===== config.mk =====
export PLATFORM = sky130hd
export DESIGN_NAME = tcrc_top
export DESIGN_NICKNAME = d
export VERILOG_FILES = /design/src/inc/tcrc_pkg.sv /design/src/design/tcrc_top.sv /design/src/design/tcrc_clk_div.sv
export VERILOG_INCLUDE_DIRS = /design/src /design/src/inc
export SDC_FILE = /design/constraint.sdc
export NUM_CORES = 1
export LEC_CHECK = 0
export ABC_CLOCK_PERIOD_IN_PS = 4800
export BUFFER_PORTS_ARGS = -buffer_cell sky130_fd_sc_hd__buf_2
export CAP_MARGIN = 25
export CORE_UTILIZATION = 42
export CTS_CLUSTER_DIAMETER = 200
export DETAILED_ROUTE_END_ITERATION = 8
export PLACE_DENSITY = 0.65
export SLEW_MARGIN = 20
export SYNTH_ARGS = -nofsm -noshare
export SYNTH_HDL_FRONTEND = slang
export SYNTH_SLANG_ARGS = --single-unit
export TNS_END_PERCENT = 5

===== constraint.sdc =====
create_clock -name clk_sys_i -period 4.8 [get_ports clk_sys_i]
set_input_delay 0.24 -clock clk_sys_i [delete_from_list [all_inputs] [get_ports clk_sys_i]]
set_output_delay 0.24 -clock clk_sys_i [all_outputs]
set_load 0.005 [all_outputs]

===== src/inc/tcrc_regs.svh =====
// register offsets, field positions, reset values and timing counts of the timer clock and reset control
`ifndef TCRC_REGS_SVH
`define TCRC_REGS_SVH

// ----------------------------------------------------------------
// register offsets
// ----------------------------------------------------------------
`define TCRC_ADDR_CPU_CLK   8'h30
`define TCRC_ADDR_TMR_CFG   8'h31
`define TCRC_ADDR_CLOCK_OUTPUT    8'h32
`define TCRC_ADDR_RLD_LO    8'h33
`define TCRC_ADDR_RLD_HI    8'h34
`define TCRC_ADDR_SCR       8'hFF

// ----------------------------------------------------------------
// field positions
// ----------------------------------------------------------------
`define TCRC_CAP_DIV        7:6
`define TCRC_CAP_SEL        5:4
`define TCRC_ITMR_DIV       3:2
`define TCRC_ITMR_SEL       1:0
`define TCRC_SCR_WATCHDOG_RESET_FLAG       5
`define TCRC_SCR_POWER_ON_RESET_FLAG       4
`define TCRC_SCR_SLEEP      3
`define TCRC_SCR_STOP       0
`define TCRC_PIN_OSC24      0
`define TCRC_PIN_EXT        1
`define TCRC_PIN_OSC32      2
`define TCRC_PIN_SUPPLY     3

// ----------------------------------------------------------------
// reset values
// ----------------------------------------------------------------
`define TCRC_TMR_CFG_RST    8'h8F
`define TCRC_CLOCK_OUTPUT_RST     2'h0
`define TCRC_SCR_RST        8'h10
`define TCRC_RELOAD_RST     12'hFFF
`define TCRC_BOOT_ADDR      16'h0000

// ----------------------------------------------------------------
// timing
// ----------------------------------------------------------------
`define TCRC_CLK_MHZ        250
`define TCRC_HOLDOFF_MS     20
`define TCRC_RECOVER_TICKS  2'h3
`define TCRC_CPU_HALF_DIV   4'h4

`endif


===== src/inc/tcrc_pkg.sv =====
// types of the timer clock and reset control
package tcrc_pkg;

  // ----------------------------------------------------------------
  // power sequencing
  // ----------------------------------------------------------------
  typedef enum logic [2:0] {
    PWR_HOLDOFF,
    PWR_RUN,
    PWR_SLEEP,
    PWR_RECOVER,
    PWR_HALT
  } tcrc_pwr_t;

  // ----------------------------------------------------------------
  // register port request
  // ----------------------------------------------------------------
  typedef struct packed {
    logic [7:0] addr;
    logic [7:0] wdata;
    logic       wr;
    logic       rd;
  } tcrc_bus_req_t;

  // ----------------------------------------------------------------
  // module state
  // ----------------------------------------------------------------
  typedef struct packed {
    logic [3:0] cnt;
    logic       tick;
  } tcrc_div_state_t;

  typedef struct packed {
    logic [7:0]  tmr_cfg;
    logic [1:0]  clock_output_sel;
    logic        cpu_sel;
    logic        watchdog_reset_flag;
    logic        power_on_reset_flag;
    logic        sleep;
    logic        stop;
    logic [7:0]  reload_stage;
    logic [11:0] reload;
    logic [11:0] cnt;
    logic        irq;
    logic [3:0]  s1;
    logic [3:0]  s2;
    logic [3:0]  s3;
    logic [3:0]  stab;
    logic [3:0]  prev;
    logic        cpu_lvl;
    logic        clk_out;
    logic [7:0]  rdata;
    logic [31:0] hold_cnt;
    logic [1:0]  rec_cnt;
    tcrc_pwr_t   pwr;
    logic        cpu_rst;
  } tcrc_state_t;

endpackage : tcrc_pkg


===== src/design/tcrc_top.sv =====
// timer clock selection, interval timer, clock output and reset/sleep control
//
// Implementation choice: the plain strobed port.
`timescale 1ns/1ps
`include "tcrc_regs.svh"
module tcrc_top
  import tcrc_pkg::*;
#(
  parameter int unsigned HOLDOFF_CYCLES = `TCRC_HOLDOFF_MS * 1000 * `TCRC_CLK_MHZ
) (
  // clock and reset
  input  wire logic          clk_sys_i,
  input  wire logic          rst_n_i,
  // register port
  input  wire tcrc_bus_req_t bus_i,
  output logic [7:0]         rdata_o,
  // oscillator and supply pins
  input  wire logic          osc24_i,
  input  wire logic          osc32k_i,
  input  wire logic          external_clock_input_i,
  input  wire logic          supply_low_i,
  // processor side
  input  wire logic          global_irq_enable_i,
  input  wire logic          irq_pending_i,
  input  wire logic          watchdog_reset_i,
  output logic               processor_reset_o,
  output logic               processor_run_o,
  output logic               processor_clock_o,
  output logic [15:0]        boot_address_o,
  output logic               osc24_enable_o,
  // timer and clock outputs
  output logic               capture_timer_tick_o,
  output logic               interval_timer_tick_o,
  output logic               interval_irq_o,
  output logic               clock_output_o
);

  // ----------------------------------------------------------------
  // helpers
  // ----------------------------------------------------------------
  function automatic logic src_pick(input logic [1:0] sel, input logic a, input logic b,
                                    input logic c, input logic d);
    logic r;
    case (sel)
      2'h0:    r = a;
      2'h1:    r = b;
      2'h2:    r = c;
      default: r = d;
    endcase
    return r;
  endfunction : src_pick

  function automatic tcrc_state_t reg_defaults(input tcrc_state_t st);
    tcrc_state_t r;
    r              = st;
    r.tmr_cfg      = `TCRC_TMR_CFG_RST;
    r.clock_output_sel   = `TCRC_CLOCK_OUTPUT_RST;
    r.cpu_sel      = 1'b0;
    r.watchdog_reset_flag         = 1'b0;
    r.power_on_reset_flag         = 1'b1;
    r.sleep        = 1'b0;
    r.stop         = 1'b0;
    r.reload_stage = 8'(`TCRC_RELOAD_RST);
    r.reload       = `TCRC_RELOAD_RST;
    r.cnt          = 12'h000;
    r.irq          = 1'b0;
    r.cpu_lvl      = 1'b0;
    r.clk_out      = 1'b0;
    r.rdata        = 8'h00;
    r.rec_cnt      = 2'h0;
    r.cpu_rst      = 1'b1;
    return r;
  endfunction : reg_defaults

  // ----------------------------------------------------------------
  // state and ticks
  // ----------------------------------------------------------------
  tcrc_state_t s_ff;
  tcrc_state_t nxt_s;
  logic [3:0]  rise;
  logic        t24;
  logic        cap_src;
  logic        itmr_src;
  logic        cpu_src;
  logic        cap_tick;
  logic        itmr_tick;
  logic        cpu_tick;
  logic        por_now;
  logic [3:0]  cap_n;
  logic [3:0]  itmr_n;

  assign rise     = s_ff.stab & ~s_ff.prev;
  assign t24      = rise[`TCRC_PIN_OSC24] & (s_ff.pwr != PWR_SLEEP);
  assign por_now  = s_ff.stab[`TCRC_PIN_SUPPLY];
  assign cap_src  = src_pick(s_ff.tmr_cfg[`TCRC_CAP_SEL], t24, rise[`TCRC_PIN_EXT],
                             rise[`TCRC_PIN_OSC32], 1'b0);
  assign cap_n    = 4'({1'b0, s_ff.tmr_cfg[`TCRC_CAP_DIV], 1'b0}) + 4'h2;
  assign itmr_src = src_pick(s_ff.tmr_cfg[`TCRC_ITMR_SEL], t24, rise[`TCRC_PIN_EXT],
                             rise[`TCRC_PIN_OSC32], cap_tick);
  assign itmr_n   = 4'({2'b00, s_ff.tmr_cfg[`TCRC_ITMR_DIV]}) + 4'h1;
  assign cpu_src  = s_ff.cpu_sel ? rise[`TCRC_PIN_EXT] : t24;

  // ----------------------------------------------------------------
  // dividers
  // ----------------------------------------------------------------
  tcrc_clk_div u_cap_div (
    .clk_sys_i (clk_sys_i),
    .rst_n_i   (rst_n_i),
    .tick_i    (cap_src),
    .n_i       (cap_n),
    .tick_o    (cap_tick)
  );

  tcrc_clk_div u_itmr_div (
    .clk_sys_i (clk_sys_i),
    .rst_n_i   (rst_n_i),
    .tick_i    (itmr_src),
    .n_i       (itmr_n),
    .tick_o    (itmr_tick)
  );

  tcrc_clk_div u_cpu_div (
    .clk_sys_i (clk_sys_i),
    .rst_n_i   (rst_n_i),
    .tick_i    (cpu_src),
    .n_i       (`TCRC_CPU_HALF_DIV),
    .tick_o    (cpu_tick)
  );

  // ----------------------------------------------------------------
  // next state
  // ----------------------------------------------------------------
  always_comb begin
    nxt_s = s_ff;
    // pin synchronisers, a change counts once stages two and three agree
    nxt_s.s1   = {supply_low_i, osc32k_i, external_clock_input_i, osc24_i};
    nxt_s.s2   = s_ff.s1;
    nxt_s.s3   = s_ff.s2;
    nxt_s.stab = (~(s_ff.s2 ^ s_ff.s3) & s_ff.s3) | ((s_ff.s2 ^ s_ff.s3) & s_ff.stab);
    nxt_s.prev = s_ff.stab;

    // processor clock, fast oscillator over eight by default
    if (cpu_tick) begin
      nxt_s.cpu_lvl = ~s_ff.cpu_lvl;
    end

    // register writes
    if (bus_i.wr) begin
      case (bus_i.addr)
        `TCRC_ADDR_CPU_CLK: nxt_s.cpu_sel    = bus_i.wdata[0];
        `TCRC_ADDR_TMR_CFG: nxt_s.tmr_cfg    = bus_i.wdata;
        `TCRC_ADDR_CLOCK_OUTPUT:  nxt_s.clock_output_sel = bus_i.wdata[1:0];
        `TCRC_ADDR_RLD_LO:  nxt_s.reload_stage = bus_i.wdata;
        `TCRC_ADDR_RLD_HI:  nxt_s.reload     = {bus_i.wdata[3:0], s_ff.reload_stage};
        `TCRC_ADDR_SCR: begin
          nxt_s.watchdog_reset_flag  = s_ff.watchdog_reset_flag & bus_i.wdata[`TCRC_SCR_WATCHDOG_RESET_FLAG];
          nxt_s.power_on_reset_flag  = s_ff.power_on_reset_flag & bus_i.wdata[`TCRC_SCR_POWER_ON_RESET_FLAG];
          nxt_s.sleep = bus_i.wdata[`TCRC_SCR_SLEEP];
          nxt_s.stop  = bus_i.wdata[`TCRC_SCR_STOP];
        end
        default: ;
      endcase
    end

    // register reads, data in the next cycle only
    nxt_s.rdata = 8'h00;
    if (bus_i.rd) begin
      case (bus_i.addr)
        `TCRC_ADDR_CPU_CLK: nxt_s.rdata = {7'h00, s_ff.cpu_sel};
        `TCRC_ADDR_TMR_CFG: nxt_s.rdata = s_ff.tmr_cfg;
        `TCRC_ADDR_CLOCK_OUTPUT:  nxt_s.rdata = {6'h00, s_ff.clock_output_sel};
        `TCRC_ADDR_RLD_LO:  nxt_s.rdata = s_ff.reload_stage;
        `TCRC_ADDR_RLD_HI:  nxt_s.rdata = {4'h0, s_ff.reload[11:8]};
        `TCRC_ADDR_SCR:     nxt_s.rdata = {global_irq_enable_i, 1'b0, s_ff.watchdog_reset_flag, s_ff.power_on_reset_flag,
                                           s_ff.sleep, 2'b00, s_ff.stop};
        default:            nxt_s.rdata = 8'h00;
      endcase
    end

    // interval down counter
    nxt_s.irq = 1'b0;
    if (itmr_tick) begin
      if (s_ff.cnt == 12'h000) begin
        nxt_s.cnt = s_ff.reload;
        nxt_s.irq = 1'b1;
      end else begin
        nxt_s.cnt = s_ff.cnt - 12'h001;
      end
    end

    // clock output mux
    nxt_s.clk_out = src_pick(s_ff.clock_output_sel, s_ff.stab[`TCRC_PIN_OSC24], s_ff.stab[`TCRC_PIN_EXT],
                             s_ff.stab[`TCRC_PIN_OSC32], s_ff.cpu_lvl);

    // power sequencing
    case (s_ff.pwr)
      PWR_HOLDOFF: begin
        nxt_s.cpu_rst  = 1'b1;
        nxt_s.hold_cnt = s_ff.hold_cnt + 32'h1;
        if (s_ff.hold_cnt >= 32'(HOLDOFF_CYCLES - 1)) begin
          nxt_s.pwr     = PWR_RUN;
          nxt_s.cpu_rst = 1'b0;
        end
      end
      PWR_RUN: begin
        nxt_s.cpu_rst = 1'b0;
        if (s_ff.stop) begin
          nxt_s.pwr = PWR_HALT;
        end else if (s_ff.sleep) begin
          nxt_s.pwr     = PWR_SLEEP;
          nxt_s.cpu_sel = 1'b0;
        end
      end
      PWR_SLEEP: begin
        nxt_s.cpu_sel = 1'b0;
        if (irq_pending_i) begin
          nxt_s.pwr     = PWR_RECOVER;
          nxt_s.rec_cnt = 2'h0;
        end
      end
      PWR_RECOVER: begin
        if (rise[`TCRC_PIN_OSC32]) begin
          nxt_s.rec_cnt = s_ff.rec_cnt + 2'h1;
          if ((s_ff.rec_cnt + 2'h1) == `TCRC_RECOVER_TICKS) begin
            nxt_s.pwr   = PWR_RUN;
            nxt_s.sleep = 1'b0;
          end
        end
      end
      PWR_HALT: nxt_s.pwr = PWR_HALT;
      default:  nxt_s.pwr = PWR_HOLDOFF;
    endcase

    // watchdog reset, blocked while the power-on flag stands
    if (watchdog_reset_i && !s_ff.power_on_reset_flag) begin
      nxt_s         = reg_defaults(nxt_s);
      nxt_s.power_on_reset_flag    = 1'b0;
      nxt_s.watchdog_reset_flag    = 1'b1;
      nxt_s.pwr     = PWR_RUN;
      nxt_s.cpu_rst = 1'b1;
    end

    // power-on reset from the supply monitor
    if (por_now) begin
      nxt_s          = reg_defaults(nxt_s);
      nxt_s.pwr      = PWR_HOLDOFF;
      nxt_s.hold_cnt = 32'h0;
      nxt_s.cpu_rst  = 1'b1;
    end
  end

  always_ff @(posedge clk_sys_i) begin
    if (!rst_n_i) begin
      s_ff          <= reg_defaults(tcrc_state_t'('0));
    end else begin
      s_ff          <= nxt_s;
    end
  end

  // ----------------------------------------------------------------
  // outputs
  // ----------------------------------------------------------------
  assign rdata_o               = s_ff.rdata;
  assign processor_reset_o     = s_ff.cpu_rst;
  assign processor_run_o       = (s_ff.pwr == PWR_RUN);
  assign processor_clock_o     = s_ff.cpu_lvl;
  assign boot_address_o        = `TCRC_BOOT_ADDR;
  assign osc24_enable_o        = (s_ff.pwr != PWR_SLEEP);
  assign capture_timer_tick_o  = cap_tick;
  assign interval_timer_tick_o = itmr_tick;
  assign interval_irq_o        = s_ff.irq;
  assign clock_output_o        = s_ff.clk_out;

  // ----------------------------------------------------------------
  // checks
  // ----------------------------------------------------------------
  a_unmapped_reads_zero: assert property (
    @(posedge clk_sys_i) disable iff (!rst_n_i)
    (bus_i.rd && !por_now && !(bus_i.addr inside {`TCRC_ADDR_CPU_CLK, `TCRC_ADDR_TMR_CFG, `TCRC_ADDR_CLOCK_OUTPUT,
      `TCRC_ADDR_RLD_LO, `TCRC_ADDR_RLD_HI, `TCRC_ADDR_SCR})) |=> (rdata_o == 8'h00))
    else $error("unmapped read returned nonzero");

  a_global_irq_enable_status_mirror_bit: assert property (
    @(posedge clk_sys_i) disable iff (!rst_n_i)
    (bus_i.rd && bus_i.addr == `TCRC_ADDR_SCR && !por_now) |=> (rdata_o[7] == $past(global_irq_enable_i)))
    else $error("interrupt status bit does not mirror enable");

  a_irq_on_reload: assert property (
    @(posedge clk_sys_i) disable iff (!rst_n_i)
    (interval_irq_o && !$past(por_now) && !$past(watchdog_reset_i)) |-> (s_ff.cnt == $past(s_ff.reload)))
    else $error("interrupt without reload value load");

  a_counter_decrements: assert property (
    @(posedge clk_sys_i) disable iff (!rst_n_i)
    (itmr_tick && s_ff.cnt != 12'h000 && !por_now && !watchdog_reset_i) |=>
      (s_ff.cnt == $past(s_ff.cnt) - 12'h001) && !interval_irq_o)
    else $error("counter did not step down by one");

  a_power_on_reset_flag_never_set: assert property (
    @(posedge clk_sys_i) disable iff (!rst_n_i)
    (!s_ff.power_on_reset_flag && !por_now) |=> !s_ff.power_on_reset_flag)
    else $error("power-on flag set by software");

  a_wdr_blocked_power_on_reset_flag: assert property (
    @(posedge clk_sys_i) disable iff (!rst_n_i)
    (s_ff.power_on_reset_flag && watchdog_reset_i && !s_ff.watchdog_reset_flag) |=> !s_ff.watchdog_reset_flag)
    else $error("watchdog reset taken while power-on flag set");

  a_sleep_clk_forced: assert property (
    @(posedge clk_sys_i) disable iff (!rst_n_i)
    (s_ff.pwr == PWR_SLEEP) |-> (!s_ff.cpu_sel && !osc24_enable_o && !processor_run_o))
    else $error("sleep did not force internal clock off");

  a_halt_holds_state: assert property (
    @(posedge clk_sys_i) disable iff (!rst_n_i)
    (s_ff.pwr == PWR_HALT && !por_now && !(watchdog_reset_i && !s_ff.power_on_reset_flag)) |=> (s_ff.pwr == PWR_HALT))
    else $error("halt left without reset");

  a_por_status_value: assert property (
    @(posedge clk_sys_i)
    (!rst_n_i) |=> ({s_ff.watchdog_reset_flag, s_ff.power_on_reset_flag, s_ff.sleep, s_ff.stop} == 4'h4 && s_ff.pwr == PWR_HOLDOFF))
    else $error("power-on status value wrong");

endmodule : tcrc_top


===== src/design/tcrc_clk_div.sv =====
// tick divider: one output pulse for every n input ticks
`timescale 1ns/1ps
module tcrc_clk_div
  import tcrc_pkg::*;
(
  // clock and reset
  input  wire logic       clk_sys_i,
  input  wire logic       rst_n_i,
  // ticks
  input  wire logic       tick_i,
  input  wire logic [3:0] n_i,
  output logic            tick_o
);

  tcrc_div_state_t s_ff;
  tcrc_div_state_t nxt_s;

  always_comb begin
    nxt_s      = s_ff;
    nxt_s.tick = 1'b0;
    if (tick_i) begin
      if ((s_ff.cnt + 4'h1) >= n_i) begin
        nxt_s.cnt  = 4'h0;
        nxt_s.tick = 1'b1;
      end else begin
        nxt_s.cnt = s_ff.cnt + 4'h1;
      end
    end
  end

  always_ff @(posedge clk_sys_i) begin
    if (!rst_n_i) begin
      s_ff <= '0;
    end else begin
      s_ff <= nxt_s;
    end
  end

  assign tick_o = s_ff.tick;

endmodule : tcrc_clk_div


==> metrics.cfg, run 1 <==
[floorplanning]
rows = 43
io_pins = 59
die_h_um = 121.9
die_width_um = 121.9
core_area_mm2 = 0.01393
initial_utilization_pct = 43.30
die-area_mm2 = 0.01485

[synthesis]
yosys_warnings = 0
async_flop_share_pct = 0
syn_area_per_cell_um2 = 8.795
ys.flop_type = dfxtp_1
synth_top_area_share_pct = 43.14
syn_inst = 686
ys_ff_latch = 130
synth-edff-count = 0
ys_types = 63
synthTopCellsByArea = dfxtp_1 43%, nand2_1 5.6%, nor2_1 4.9%
synthesis.area_mm2 = 0.006033
ys_seq_area_share_pct = 43.14
synth.largest_area_cell = dfxtp_1

[global_route]
grt_pass1_wl_um = 21460
grt_max_degree = 40
grt-ovfl-total = 0
grt_use_total_pct = 18.66
first_global_vias = 4486
antenna_found_initial = 0

[place]
dp_hpwl_um = 9265
gp_congestion = 0.8172
dp_worst_setup_slack_ns = 2.387
placed_area_mm2 = 0.006232
io_buffer_count = 42

[run]
cap_violations = 0

[critical_path]
critPathLaunch = s_ff[2]$_SDFFE_PP0P_
arrival_ns = 2.58
critPathKind = reg -> reg
slowest_stage = nor3_2
cp-end-kind = flip-flop
crit_path_max_incr_delay_ns = 0.68
r2r_setup_slack_ns = 2.51
critPathRequiredTime_ns = 5.09
start_kind = flip-flop
worst_r2r_startpoint = s_ff[2]$_SDFFE_PP0P_
cp_max_fo = 12
crit_chain = nor3_2 > and4_1 > nand4_1 > xor2_1 > nor2_1

[clock_network]
h-tree-depth = 4
clk_path_buf_depth = 2
cts_root_buffer = clkbuf_16
hold_buffers = 0
cts_sinks = 130
cts_buffers = 17
cts_tree = done
cts_resized = 0
postCtsSetupBuffers = 0
clock_latency_ns = 0.42
clk_pin_slew_ns = 0.06

[drt]
firstDrtPassIters = 5
drtIter0Drc = 289
wl_per_cell_um = 14.22
drc_errors = 0
vias = 4759
wl_um = 12880
detail_route.vias_per_cell = 5.253
ant_nets = 0

[timing]
rsz0062_at_grt = false
skew_ns = 0.005622
hold_viol = 0
maxSlewHeadroom_pct = 35.96
fin_crit_sh_pct = 47.74
layout_setup_ws_ns = 2.509
setup_viol = 0
layout_min_cycle_time_ns = 2.291
timing.fmax_mhz = 436.4
setup_tns_ns = 0
worst_slew_pin_slew_ns = 0.9527
drv_slew = 0

[min_path]
hold_start = external_clock_input_i
min_path_type = in -> reg

[power_and_ir_drop]
swShare_pct = 22.13
pwr-share-clk_pct = 51.4
ir_drop_v = 0.0002280
p_seq_share_pct = 45.4
internal_power_mw = 1.885
p_sw_uw = 535.6
combPwrFrac_pct = 3.3
powerDensity_mw_per_mm2 = 355.8
p_leak_nw = 2.818

[final_layout]
mostFrequentLayoutCells = 130 x dfxtp_1, 90 x nand2_1, 77 x nor2_1
final_common_cell = dfxtp_1
diodes = 0
syn2layout_area_growth_pct = 12.75
final_area_mm2 = 0.006803
drive_gt1_share_pct = 13.50
layout.nets = 755

[run_status]
status = complete, no violations

==> metal layers <==
metal	share of wire, %	up-vias	track usage (%)
li1	-	2399	-
met1	48	2221	24.14
met2	45	115	29.17
met3	4.6	24	4.494
met4	2.2	0	8.796
met5	0	-	0
==> worst paths after layout <==
check                                              to  cells past startpoint
worst max-delay path            s_ff[37]$_SDFFE_PP0P_                      5
worst min-delay path              s_ff[65]$_SDFF_PN0_                      2
worst min register to register    s_ff[62]$_SDFF_PN0_                      1
worst max register to register  s_ff[37]$_SDFFE_PP0P_                      5
==> flip-flops by register name, summed over array words and instances (netlist names), named ones only <==
signal	flops
rdata_o	8
u_cpu_div.s_ff	4
u_cap_div.s_ff	4
s_ff	99
processor_clock_o	1
clock_output_o	1
u_cap_div.tick_o	1
interval_irq_o	1
u_itmr_div.tick_o	1
u_cpu_div.tick_o	1
u_itmr_div.s_ff	4
processor_reset_o	1
==> cell usage after synthesis, types with 3 or more instances <==
| cell | count |
|---|---|
| mux2i_1 | 22 |
| nand2b_1 | 6 |
| or3_1 | 3 |
| nor3b_1 | 4 |
| a21boi_0 | 8 |
| ha_1 | 15 |
| a21oi_1 | 22 |
| nand2_1 | 90 |
| nand4_1 | 19 |
| nand3_1 | 36 |
| o22ai_1 | 3 |
| buf_4 | 27 |
| mux2_2 | 3 |
| o21ai_0 | 22 |
| clkbuf_1 | 15 |
| nor4_1 | 3 |
| mux4_2 | 3 |
| and3_1 | 11 |
| inv_1 | 14 |
| dfxtp_1 | 130 |
| a22oi_1 | 4 |
| a222oi_1 | 3 |
| nor3_1 | 13 |
| nand3b_1 | 5 |
| o211ai_1 | 5 |
| buf_2 | 8 |
| xnor2_1 | 7 |
| nor2b_1 | 15 |
| and2_1 | 19 |
| xor2_1 | 29 |
| a31oi_1 | 3 |
| a2bb2oi_1 | 4 |
| and4_1 | 4 |
| nor2_1 | 78 |
==> kinds of logic (layout without fill, tap and decap cells) <==
group / Yosys count / after routing / share of synthesized area [%]
buffers and inverters: 65 / 90 / 6.014
other: 1 / 16 / 0.06216
adder cells (fa/ha/maj): 15 / 15 / 3.111
XOR/XNOR: 36 / 36 / 5.226
flip-flops: 130 / 130 / 43.14
AO/OA/AOI/OAI: 89 / 89 / 9.706
AND/OR/NAND/NOR: 322 / 322 / 27.42
multiplexers: 28 / 28 / 5.330
==> through the flow <==
stage                     hold WS (ns)  cells  utilization [%]  power (mW)
after global placement          0.4147    874            44.72       1.198
after global routing           0.01846    906            48.82       2.499
final                          0.02871    906            48.82       2.421
after floorplan                 0.3640    701                -       1.181
after detailed placement        0.4185    874            44.72       1.201
after CTS                      0.01331    906            48.82       2.446
==> power by group through the flow <==
stage / Clock [mW] / Combinational, mW / Sequential (mW)
2_1_floorplan: 0 / 0.0632 / 1.12
3_3_place_gp: 0 / 0.0768 / 1.12
3_5_place_dp: 0 / 0.0786 / 1.12
4_1_cts: 1.27 / 0.0793 / 1.10
5_1_grt: 1.31 / 0.0875 / 1.10
6_report: 1.24 / 0.0787 / 1.10
==> layout make-up <==
cell class	instances	area, um2
sequential	130	2603
clock inverter	12	133.9
tap	180	225.2
inverter	14	52.55
clock buffer	20	436.7
multi-input combinational	506	3127
timing repair buffer	44	225.2
fill	1288	7132
==> worst max-delay path, delay by kind of cell (launching register included) <==
family	cells	cell delay, ns
AND/OR/NAND/NOR	4	1.56
flip-flops	1	0.40
XOR/XNOR	1	0.20
(Power assumes the default switching activity.)
==> inputs of run 2 (changes only) <==
- ABC_CLOCK_PERIOD_IN_PS: 4800 -> 2150
- clock period: 4.8 -> 2.15 ns (I/O delays scaled with it)
==> run 2 against run 1 <==
Worst setup slack worse by 2.4 ns. Combinational power grew to 2.6 times the previous value. Die area stayed put. Register-to-register slack got worse by 2.4 ns. Hold slack worse by 0.0081 ns. Utilization grew 1.4 points.
==> metrics.cfg, run 2 (synthesized netlist as in run 1, its figures left out) <==
[final_layout]
final_common_cell = dfxtp_1
layout.nets = 774
final_area_mm2 = 0.006994
top_register = s_ff
drive_gt1_share_pct = 14.77
mostFrequentLayoutCells = 130 x dfxtp_1, 90 x nand2_1, 77 x nor2_1
syn2layout_area_growth_pct = 15.93
nFillCells = 1290
final_cells = 925
diodes = 0
largest_reg_flops = 99

[global_route]
grt-ovfl-total = 0
grt_max_degree = 39
antenna_found_initial = 0
grt_pass1_wl_um = 22050
first_global_vias = 4598
grt_use_total_pct = 19.16

[critical_path]
critPathRequiredTime_ns = 2.49
reg2regPathDepth = 7
crit_chain = ha_1 > inv_1 > ha_1 > a21boi_0 > o21ai_2 > or4b_1 > a21boi_1
cp_common_cell = ha_1
r2r_setup_slack_ns = 0.11
cp_max_fo = 6
arrival_ns = 2.38
crit_path_max_incr_delay_ns = 0.49
critPathKind = reg -> reg
start_kind = flip-flop
cp-end-kind = flip-flop
slowest_stage = or4b_1

[timing]
setup_tns_ns = 0
setup_viol = 0
layout_setup_ws_ns = 0.1136
drv_slew = 0
hold_viol = 0
worst_slew_pin_slew_ns = 0.5203
timing.fmax_mhz = 491.1
layout_min_cycle_time_ns = 2.036
maxSlewHeadroom_pct = 65.18
skew_ns = 0.006651
rsz0062_at_grt = false
fin_crit_sh_pct = 94.72

[run_status]
status = complete, no violations

[power_and_ir_drop]
pwr-share-clk_pct = 51.1
internal_power_mw = 4.250
ir_drop_v = 0.0005281
powerDensity_mw_per_mm2 = 776.8
p_seq_share_pct = 45.2
combPwrFrac_pct = 3.7
p_leak_nw = 2.919
p_sw_mw = 1.183
p_total_mw = 5.433
swShare_pct = 21.77

[clock_network]
cts_buffers = 17
postCtsSetupBuffers = 0
cts_tree = done
clk_pin_slew_ns = 0.05
cts_root_buffer = clkbuf_16
h-tree-depth = 4
cts_sinks = 130
clock_latency_ns = 0.41
clk_path_buf_depth = 2

[floorplanning]
die_width_um = 121.9
core_area_mm2 = 0.01393
die-area_mm2 = 0.01485
initial_utilization_pct = 43.30
die_h_um = 121.9
rows = 43
io_pins = 59

[place]
placed_area_mm2 = 0.006292
gp_congestion = 0.8317
dp_worst_setup_slack_ns = 0.04995
dp.cells = 882
dp_hpwl_um = 9660
io_buffer_count = 42

[drt]
detail_route.vias_per_cell = 5.267
firstDrtPassIters = 7
drtIter0Drc = 284
vias = 4872
wl_um = 13160
ant_nets = 0
drc_errors = 0
wl_per_cell_um = 14.23

[min_path]
min_path_type = in -> reg
hold_depth = 3

[run]
cap_violations = 0

## run 2: cell count changes in the layout (fill, tap and decap cells not counted), sizes merged
cell / before / now
clkinv: 6 / 8
inv: 16 / 14
dlygate4sd3: 0 / 11
clkinvlp: 2 / 3
clkbuf: 20 / 19
buf: 44 / 52
## run 2: metal layers
| layer | part of all wire, % | routed length [um] | up-vias | track usage (%) |
|---|---|---|---|---|
| met5 | 0 | 0 | - | 0 |
| met4 | 2.3 | 308 | 0 | 9.645 |
| met3 | 4.5 | 588 | 26 | 3.652 |
| met2 | 47 | 6217 | 116 | 30.33 |
| met1 | 46 | 6048 | 2293 | 24.85 |
| li1 | - | - | 2437 | - |
## run 2: layout make-up
class	instances	area, um2	share of cell area [%]
tap	180	225.2	3.220
clock inverter	13	137.6	1.968
timing repair buffer	63	395.4	5.653
inverter	14	52.55	0.7513
multi-input combinational	506	3138	44.87
clock buffer	19	442.9	6.333
sequential	130	2603	37.21
## run 2: critical path, delay by kind of cell (launching register included)
| kind | cells | cell delay (ns) |
|---|---|---|
| compound gates | 3 | 0.52 |
| fa+ha+maj | 2 | 0.57 |
| buf+inv | 1 | 0.05 |
| flops | 1 | 0.34 |
| simple gates | 1 | 0.49 |
## run 2: through the flow
stage / util, % / hold slack [ns]
6_report: 50.19 / 0.02064
5_1_grt: 50.19 / 0.03614
4_1_cts: 50.11 / 0.007615
3_5_place_dp: 45.16 / 0.3213
3_3_place_gp: 45.16 / 0.3136
2_1_floorplan: - / 0.2315
## run 2: worst paths after layout
| kind | endpoint | start |
|---|---|---|
| worst min-delay path | s_ff[104]$_SDFFE_PP0P_ | watchdog_reset_i |
| worst max-delay path | u_cap_div.s_ff[3]$_SDFFE_PN0P_ | u_cap_div.s_ff[1]$_SDFFE_PN0P_ |
| worst max register to register | u_cap_div.s_ff[3]$_SDFFE_PN0P_ | u_cap_div.s_ff[1]$_SDFFE_PN0P_ |
| worst min register to register | s_ff[62]$_SDFF_PN0_ | s_ff[66]$_SDFF_PN0_ |
## run 2: power by group through the flow
stage | Clock [mW] | Sequential, mW | Combinational (mW)
final | 2.78 | 2.45 | 0.202
after global routing | 2.96 | 2.46 | 0.222
after CTS | 2.83 | 2.45 | 0.202
after detailed placement | 0 | 2.51 | 0.186
after global placement | 0 | 2.50 | 0.181
after floorplan | 0 | 2.50 | 0.141
## run 2: timing repair
action / CTS / global route
endpoints found under the hold margin: 22 / 0
setup endpoints to repair: 0 / 2
hold buffers: 11 / 0
resized for setup: 0 / 3
